[src/counter_array_pkg.sv]
package counter_array_pkg;

	localparam int MAX_MOD = 6;
	localparam int CNT_W = 16;
	localparam int BYTE_W = 8;
	localparam int SYNC_STAGES = 2;

	localparam logic [7:0] ADDR_CNT_LOW = 8'hf9;
	localparam logic [7:0] ADDR_CNT_HIGH = 8'hfa;
	localparam logic [7:0] ADDR_PULSE_CFG = 8'hdf;
	localparam logic [7:0] ADDR_MODE [MAX_MOD] =
		'{8'hda, 8'hdb, 8'hdc, 8'hdd, 8'hde, 8'hce};
	localparam logic [7:0] ADDR_VAL_LOW [MAX_MOD] =
		'{8'hfb, 8'he9, 8'heb, 8'hed, 8'hfd, 8'hd2};
	localparam logic [7:0] ADDR_VAL_HIGH [MAX_MOD] =
		'{8'hfc, 8'hea, 8'hec, 8'hee, 8'hfe, 8'hd3};

	// Field positions of the pulse configuration register
	localparam int PCFG_VIEW_BIT = 7;
	localparam int PCFG_COV_IE_BIT = 6;
	localparam int PCFG_COV_BIT = 5;
	localparam int PCFG_LEN_LSB = 0;
	localparam int PCFG_LEN_W = 2;
	localparam logic [7:0] PCFG_RESET = 8'h00;
	localparam logic [7:0] MODE_RESET = 8'h00;
	localparam logic [15:0] VAL_RESET = 16'h0000;
	localparam logic [15:0] BASE_CYCLE = 16'h0100;
	localparam logic [7:0] UNMAPPED_READ = 8'h00;

	// Bit 7 down to bit 0 of a module's mode register
	typedef struct packed {
		logic wide_pwm_sel;
		logic compare_enable;
		logic rise_capture_en;
		logic fall_capture_en;
		logic match_flag_en;
		logic toggle_en;
		logic pulse_width_en;
		logic flag_irq_en;
	} mode_t;

	typedef struct packed {
		logic wr;
		logic rd;
		logic [7:0] addr;
		logic [7:0] wdata;
	} sfr_req_t;

	typedef enum logic [2:0] {
		OM_IDLE = 3'b000,
		OM_TOGGLE = 3'b001,
		OM_PWM = 3'b010,
		OM_PWM16 = 3'b011,
		OM_FREQ = 3'b100
	} out_mode_t;

endpackage : counter_array_pkg

[src/counter_array_module_regs.sv]
`timescale 1ns/100ps
module counter_array_module_regs #(
	parameter int NUM_MOD = 6
) (
	input wire logic core_clk,
	input wire logic rst,
	input wire counter_array_pkg::sfr_req_t sfr_req,
	output logic [7:0] sfr_rdata,
	input wire logic watchdog_en,
	input wire logic count_tick,
	input wire logic [NUM_MOD-1:0] capture_in,
	input wire logic [NUM_MOD-1:0] flag_clear,
	output logic [NUM_MOD-1:0] capcmp_flag,
	output logic [NUM_MOD-1:0] module_out_pin,
	output logic counter_array_irq,
	output logic watchdog_expire
);

	localparam int WDT = NUM_MOD - 1;

	// Address tables only cover six modules
	if (NUM_MOD < 1 || NUM_MOD > counter_array_pkg::MAX_MOD) begin : g_chk
		$error("NUM_MOD must be 1 to 6");
	end

	function automatic logic [NUM_MOD-1:0] hit(
		input logic [7:0] a,
		input logic [7:0] tbl [counter_array_pkg::MAX_MOD]
	);
		logic [NUM_MOD-1:0] r;
		r = '0;
		for (int k = 0; k < NUM_MOD; k++) begin
			r[k] = (a == tbl[k]);
		end
		return r;
	endfunction : hit

	function automatic counter_array_pkg::out_mode_t out_mode(
		input counter_array_pkg::mode_t m
	);
		if (m.toggle_en && m.pulse_width_en)
			return counter_array_pkg::OM_FREQ;
		if (m.pulse_width_en)
			return m.wide_pwm_sel ? counter_array_pkg::OM_PWM16 :
				counter_array_pkg::OM_PWM;
		if (m.toggle_en)
			return counter_array_pkg::OM_TOGGLE;
		return counter_array_pkg::OM_IDLE;
	endfunction : out_mode

	logic [15:0] cnt, next_cnt, cyc_mask;
	logic cyc_wrap, view_sel, cov_ie, cov_flag;
	logic [1:0] len_sel;
	logic wr_cnt_low, wr_cnt_high, wr_pcfg;
	logic [NUM_MOD-1:0] wr_mode, wr_low, wr_high;
	logic [NUM_MOD-1:0] cap_s1, cap_s2, cap_s3, rise, fall;
	logic [NUM_MOD-1:0] match, capt, irq_en;
	counter_array_pkg::mode_t mode [NUM_MOD];
	counter_array_pkg::out_mode_t om [NUM_MOD];
	logic [15:0] val [NUM_MOD];
	logic [15:0] reload [NUM_MOD];
	logic [7:0] rd_value;

	assign next_cnt = cnt + 16'h0001;
	assign wr_cnt_low = sfr_req.wr &&
		sfr_req.addr == counter_array_pkg::ADDR_CNT_LOW;
	assign wr_cnt_high = sfr_req.wr &&
		sfr_req.addr == counter_array_pkg::ADDR_CNT_HIGH;
	assign wr_pcfg = sfr_req.wr &&
		sfr_req.addr == counter_array_pkg::ADDR_PULSE_CFG;
	assign wr_mode = {NUM_MOD{sfr_req.wr}} &
		hit(sfr_req.addr, counter_array_pkg::ADDR_MODE);
	assign wr_low = {NUM_MOD{sfr_req.wr}} &
		hit(sfr_req.addr, counter_array_pkg::ADDR_VAL_LOW);
	assign wr_high = {NUM_MOD{sfr_req.wr}} &
		hit(sfr_req.addr, counter_array_pkg::ADDR_VAL_HIGH);

	// Software writes win over a tick in the same cycle
	always_ff @(posedge core_clk or posedge rst) begin
		if (rst) begin
			cnt <= counter_array_pkg::VAL_RESET;
		end else if (wr_cnt_low && !watchdog_en) begin
			cnt[7:0] <= sfr_req.wdata;
		end else if (wr_cnt_high && !watchdog_en) begin
			cnt[15:8] <= sfr_req.wdata;
		end else if (count_tick) begin
			cnt <= next_cnt;
		end
	end

	always_ff @(posedge core_clk or posedge rst) begin
		if (rst) begin
			view_sel <= 1'b0;
			cov_ie <= 1'b0;
			len_sel <= 2'b00;
		end else if (wr_pcfg) begin
			view_sel <= sfr_req.wdata[counter_array_pkg::PCFG_VIEW_BIT];
			cov_ie <= sfr_req.wdata[counter_array_pkg::PCFG_COV_IE_BIT];
			len_sel <= sfr_req.wdata[counter_array_pkg::PCFG_LEN_LSB +:
				counter_array_pkg::PCFG_LEN_W];
		end
	end

	// A wrap in the cycle of a clearing write still leaves the flag set
	always_ff @(posedge core_clk or posedge rst) begin
		if (rst) begin
			cov_flag <= 1'b0;
		end else if (cyc_wrap) begin
			cov_flag <= 1'b1;
		end else if (wr_pcfg) begin
			cov_flag <= sfr_req.wdata[counter_array_pkg::PCFG_COV_BIT];
		end
	end

	assign cyc_mask = (counter_array_pkg::BASE_CYCLE << len_sel) -
		16'h0001;
	assign cyc_wrap = count_tick && ((next_cnt & cyc_mask) == 16'h0000);

	always_ff @(posedge core_clk or posedge rst) begin
		if (rst) begin
			cap_s1 <= '0;
			cap_s2 <= '0;
			cap_s3 <= '0;
		end else begin
			cap_s1 <= capture_in;
			cap_s2 <= cap_s1;
			cap_s3 <= cap_s2;
		end
	end

	assign rise = cap_s2 & ~cap_s3;
	assign fall = ~cap_s2 & cap_s3;

	for (genvar i = 0; i < NUM_MOD; i++) begin : g_mod
		logic lock;
		logic hit_cmp;

		// Module 5 serves the watchdog while it is enabled
		assign lock = (i == WDT) && (NUM_MOD == 6) && watchdog_en;
		assign om[i] = out_mode(mode[i]);
		assign irq_en[i] = mode[i].flag_irq_en;

		always_comb begin
			unique case (om[i])
				counter_array_pkg::OM_FREQ:
					hit_cmp = cnt[7:0] == val[i][7:0];
				counter_array_pkg::OM_PWM:
					hit_cmp = (cnt & cyc_mask) == (val[i] & cyc_mask);
				default:
					hit_cmp = cnt == val[i];
			endcase
		end

		// Match is taken on the counter value present at the tick
		assign match[i] = count_tick && !lock &&
			mode[i].compare_enable && hit_cmp;
		assign capt[i] = !lock &&
			((rise[i] && mode[i].rise_capture_en) ||
			(fall[i] && mode[i].fall_capture_en));

		always_ff @(posedge core_clk or posedge rst) begin
			if (rst) begin
				mode[i] <= counter_array_pkg::MODE_RESET;
			end else if (lock) begin
				mode[i] <= mode[i];
			end else if (wr_mode[i]) begin
				mode[i] <= sfr_req.wdata;
			end else if (wr_low[i]) begin
				mode[i].compare_enable <= 1'b0;
			end else if (wr_high[i]) begin
				mode[i].compare_enable <= 1'b1;
			end
		end

		always_ff @(posedge core_clk or posedge rst) begin
			if (rst) begin
				reload[i] <= counter_array_pkg::VAL_RESET;
			end else if (wr_low[i] && view_sel) begin
				reload[i][7:0] <= sfr_req.wdata;
			end else if (wr_high[i] && view_sel) begin
				reload[i][15:8] <= sfr_req.wdata;
			end
		end

		// In shared-cycle PWM the duty value is refreshed at the wrap, so
		// software can change it without a glitch mid-cycle
		always_ff @(posedge core_clk or posedge rst) begin
			if (rst) begin
				val[i] <= counter_array_pkg::VAL_RESET;
			end else if (wr_low[i] && !view_sel) begin
				val[i][7:0] <= sfr_req.wdata;
			end else if (wr_high[i] && !view_sel) begin
				val[i][15:8] <= sfr_req.wdata;
			end else if (capt[i]) begin
				val[i] <= cnt;
			end else if (om[i] == counter_array_pkg::OM_FREQ && match[i]) begin
				val[i][7:0] <= val[i][7:0] + val[i][15:8];
			end else if (om[i] == counter_array_pkg::OM_PWM && cyc_wrap) begin
				if (len_sel == 2'b00)
					val[i][7:0] <= val[i][15:8];
				else
					val[i] <= reload[i];
			end
		end

		// Flag set by an event wins over a clear in the same cycle
		always_ff @(posedge core_clk or posedge rst) begin
			if (rst) begin
				capcmp_flag[i] <= 1'b0;
			end else if (capt[i] || (match[i] && mode[i].match_flag_en)) begin
				capcmp_flag[i] <= 1'b1;
			end else if (flag_clear[i]) begin
				capcmp_flag[i] <= 1'b0;
			end
		end

		// Match beats wrap so a duty value equal to cyc_mask keeps the pin low
		always_ff @(posedge core_clk or posedge rst) begin
			if (rst) begin
				module_out_pin[i] <= 1'b0;
			end else if (!lock) begin
				unique case (om[i])
					counter_array_pkg::OM_TOGGLE,
					counter_array_pkg::OM_FREQ: begin
						if (match[i])
							module_out_pin[i] <= ~module_out_pin[i];
					end
					counter_array_pkg::OM_PWM: begin
						if (match[i])
							module_out_pin[i] <= 1'b0;
						else if (cyc_wrap)
							module_out_pin[i] <= 1'b1;
					end
					counter_array_pkg::OM_PWM16: begin
						if (match[i])
							module_out_pin[i] <= 1'b0;
						else if (count_tick && next_cnt == 16'h0000)
							module_out_pin[i] <= 1'b1;
					end
					counter_array_pkg::OM_IDLE: begin
						module_out_pin[i] <= module_out_pin[i];
					end
				endcase
			end
		end
	end

	assign counter_array_irq = (|(capcmp_flag & irq_en)) ||
		(cov_flag && cov_ie);

	// Watchdog fires when the counter high byte meets module 5's high byte
	always_ff @(posedge core_clk or posedge rst) begin
		if (rst) begin
			watchdog_expire <= 1'b0;
		end else begin
			watchdog_expire <= g_mod[WDT].lock && count_tick &&
				cnt[15:8] == val[WDT][15:8];
		end
	end

	always_comb begin
		rd_value = counter_array_pkg::UNMAPPED_READ;
		if (sfr_req.addr == counter_array_pkg::ADDR_CNT_LOW)
			rd_value = cnt[7:0];
		if (sfr_req.addr == counter_array_pkg::ADDR_CNT_HIGH)
			rd_value = cnt[15:8];
		if (sfr_req.addr == counter_array_pkg::ADDR_PULSE_CFG)
			rd_value = {view_sel, cov_ie, cov_flag, 3'b000, len_sel};
		for (int k = 0; k < NUM_MOD; k++) begin
			if (sfr_req.addr == counter_array_pkg::ADDR_MODE[k])
				rd_value = mode[k];
			if (sfr_req.addr == counter_array_pkg::ADDR_VAL_LOW[k])
				rd_value = view_sel ? reload[k][7:0] : val[k][7:0];
			if (sfr_req.addr == counter_array_pkg::ADDR_VAL_HIGH[k])
				rd_value = view_sel ? reload[k][15:8] : val[k][15:8];
		end
	end

	always_ff @(posedge core_clk or posedge rst) begin
		if (rst) begin
			sfr_rdata <= 8'h00;
		end else if (sfr_req.rd) begin
			sfr_rdata <= rd_value;
		end
	end
endmodule : counter_array_module_regs

[config.mk]
export PLATFORM = sky130hd
export DESIGN_NAME = counter_array_module_regs
export DESIGN_NICKNAME = d
export VERILOG_FILES = /design/src/counter_array_pkg.sv /design/src/counter_array_module_regs.sv
export SDC_FILE = /design/constraint.sdc
export NUM_CORES = 1
export LEC_CHECK = 0
export BUFFER_PORTS_ARGS = -buffer_cell sky130_fd_sc_hd__buf_2
export CAP_MARGIN = 20
export CORE_MARGIN = 3
export CORE_UTILIZATION = 46
export DETAILED_ROUTE_END_ITERATION = 12
export GPL_TIMING_DRIVEN = 1
export RECOVER_POWER = 50
export SYNTH_ARGS = -nofsm -noshare
export SYNTH_HDL_FRONTEND = slang
export SYNTH_SLANG_ARGS = --single-unit
[constraint.sdc]
create_clock -name core_clk -period 29.9 [get_ports core_clk]
set_input_delay 5.98 -clock core_clk [delete_from_list [all_inputs] [get_ports core_clk]]
set_output_delay 5.98 -clock core_clk [all_outputs]
set_load 0.01 [all_outputs]
==> metrics.csv <==
metric,value,unit
clk_latency,0.57,ns
portBuffers,55,
endpoint_kind,async pin,
vias,19100,
violations,"max-capacitance violations, max-slew violations",
mostFrequentLayoutCells,"nand2_1, dfrtp_1, mux2_2, o21ai_0",
crit_fanout,101,
rows,77,
clk_pin_slew,0.06,ns
start_util,47.2,%
io_pins,56,
final.setup.worst_slack,16.81,ns
cts_hold_buf,0,
max_cap_violations,2,
critical_path_class,input pin to async pin,
worst_setup_path_start_kind,input pin,
r2r-start,view_sel$_DFFE_PP0P_,
yosys_warnings,0,
final_common_cell,nand2_1,
cts_made_buffers,38,
synth.distinct_cells,93,
synth-seq-cells,300,
die_w,220,um
drtAntennaViolNets,0,
dieArea,0.0486,mm2
gp_congestion,0.972,
via_per_inst,6.43,
grt_pass1_vias,18300,
nets,2431,
yosysSeqAreaShare,35.5,%
setup_tns,0,ns
ys.flop_type,dfrtp_1,
powerDensity,64.7,mW/mm2
p_leak,9.80,nW
drt_pre_antenna_iters,6,
totalWireLength,80300,um
grt_usage,33.1,%
critical_path_required,30.49,ns
critPathLaunch,rst,
fin_crit_sh,43.8,%
syn_inst,2368,
grt-ovfl-total,0,
post-place-ws,20.45,ns
cts_max_path_buffers,3,
post-route-min-period,13.09,ns
root_buffer,clkbuf_16,
async_reset_ff_share,100,%
hold_viol,0,
drc,0,
max_freq,76.4,MHz
hp-start,cap_s1[3]$_DFF_PP0_,
slew_headroom,-228,%
slew_viol_final,172,
cts_tree,done,
wl_per_cell,27.1,um
grt_max_degree,102,
grt_pass1_wl,120000,um
tightest_slew,4.90,ns
cts-htree-levels,2,
clock_sinks,300,
cp.arrival,13.68,ns
drive_gt1_share,14.6,%
synth_edf_count,0,
synth_nets,2453,
antenna_found_initial,0,
finalClockSkew,0.0267,ns
setup_viol,0,
nFillCells,4196,
die_y,220,um
status,"finished, violations left",
design.core.area,0.0448,mm2
syn_avg_cell_area,8.92,um2
ir_worst_vdd,0.0511,mV
rsz0062_at_grt,no,
cts_resized,0,
hpwlAfterDp,52600,um
drt_iter0_markers,2267,
min_path_type,flop to flop,
post_cts_buffers,0,
area.growth.synth_to_final,9.02,%
netlist_area,0.0211,mm2
==> path summary, 6_finish.rpt <==
check,cells past startpoint,slack (ns),endpoint
min reg2reg,0,0.34,cap_s2[3]$_DFF_PP0_
max in group core_clk,8,20.87,val[33]$_DFFE_PP0P_
max reg2reg,9,25.37,sfr_rdata[7]$_DFFE_PP0P_
min,0,0.34,cap_s2[3]$_DFF_PP0_
min in group asynchronous,2,6.90,reload[68]$_DFFE_PP0P_
max,5,16.81,reload[1]$_DFFE_PP0P_
==> Yosys cell counts, types with 19 or more instances <==
library cell | instances | area share (%)
nor3_1 | 38 | 0.90
nand4_1 | 19 | 0.56
nand2_1 | 316 | 5.6
inv_1 | 49 | 0.87
a31oi_1 | 20 | 0.59
dfrtp_1 | 300 | 36
o21ai_1 | 35 | 0.83
a21oi_1 | 156 | 3.7
mux2_2 | 178 | 9.5
nand3_1 | 83 | 2.0
buf_2 | 34 | 0.81
a221o_1 | 20 | 0.95
xnor2_1 | 67 | 2.8
mux2i_1 | 134 | 6.3
clkbuf_1 | 104 | 1.8
xor2_1 | 67 | 2.8
nor2_1 | 156 | 2.8
ha_1 | 45 | 2.7
o21ai_0 | 172 | 4.1
o211ai_1 | 23 | 0.82
nand2b_1 | 25 | 0.74
==> flip-flops by register name, indices dropped and copies added, names as in the netlist, 2 cells and up <==
register        flops
mode               42
len_sel             2
irq_en              6
reload             96
cap_s1              6
cap_s3              6
sfr_rdata           8
capcmp_flag         6
cnt                16
cap_s2              6
module_out_pin      6
val                96
==> critical path: stages <==
cell and delay [ns]:
buf_2 0.10, clkinvlp_2 2.68, clkbuf_1 2.82, buf_4 1.05, buf_4 0.79
==> power breakdown <==
part | internal [mW] | total [mW] | leakage (nW) | switching [mW]
combinational | 0.188 | 0.493 | 5.22 | 0.305
sequential | 0.452 | 0.524 | 3.95 | 0.0719
clock | 0.284 | 0.474 | 0.626 | 0.190
total | 0.924 | 1.49 | 9.80 | 0.567
==> final cells by class <==
class	count	area [um2]	area share [%]
clock inverter	10	106	0.462
timing repair buffer	98	552	2.39
tap	592	741	3.21
clock buffer	58	1160	5.02
sequential	300	7510	32.6
multi-input combinational	1858	12800	55.5
inverter	50	189	0.820
antenna	2	5.00	0.0217
==> metal layers <==
| metal | vias up | part of all wire (%) | global-route usage (%) |
|---|---|---|---|
| met5 | - | 0 | 0 |
| li1 | 8524 | - | - |
| met3 | 195 | 8.3 | 5.55 |
| met1 | 9488 | 43 | 46.8 |
| met4 | 0 | 4.6 | 14.4 |
| met2 | 884 | 44 | 50.1 |
==> stage by stage <==
step	hold WS, ns	cell area (um2)	instances	power, mW	util, %
after global routing	0.352	23000	2966	1.56	51.4
final	0.342	23000	2968	1.49	51.4
after floorplan	0.331	21100	2368	0.853	-
after detailed placement	0.336	21800	2896	1.01	48.7
after CTS	0.342	23100	2964	1.48	51.5
after global placement	0.333	21800	2895	0.997	48.7
==> cell families after synthesis <==
kind of cell / count (synthesis) / synth area share (%)
XOR/XNOR: 134 / 5.55
AND/OR/NAND/NOR: 754 / 16.9
flip-flops: 300 / 35.5
adder cells (fa/ha/maj): 51 / 3.23
buffers and inverters: 210 / 4.20
AO/OA/AOI/OAI: 600 / 18.4
multiplexers: 319 / 16.2
No activity file was read; power rests on OpenSTA's default activity.
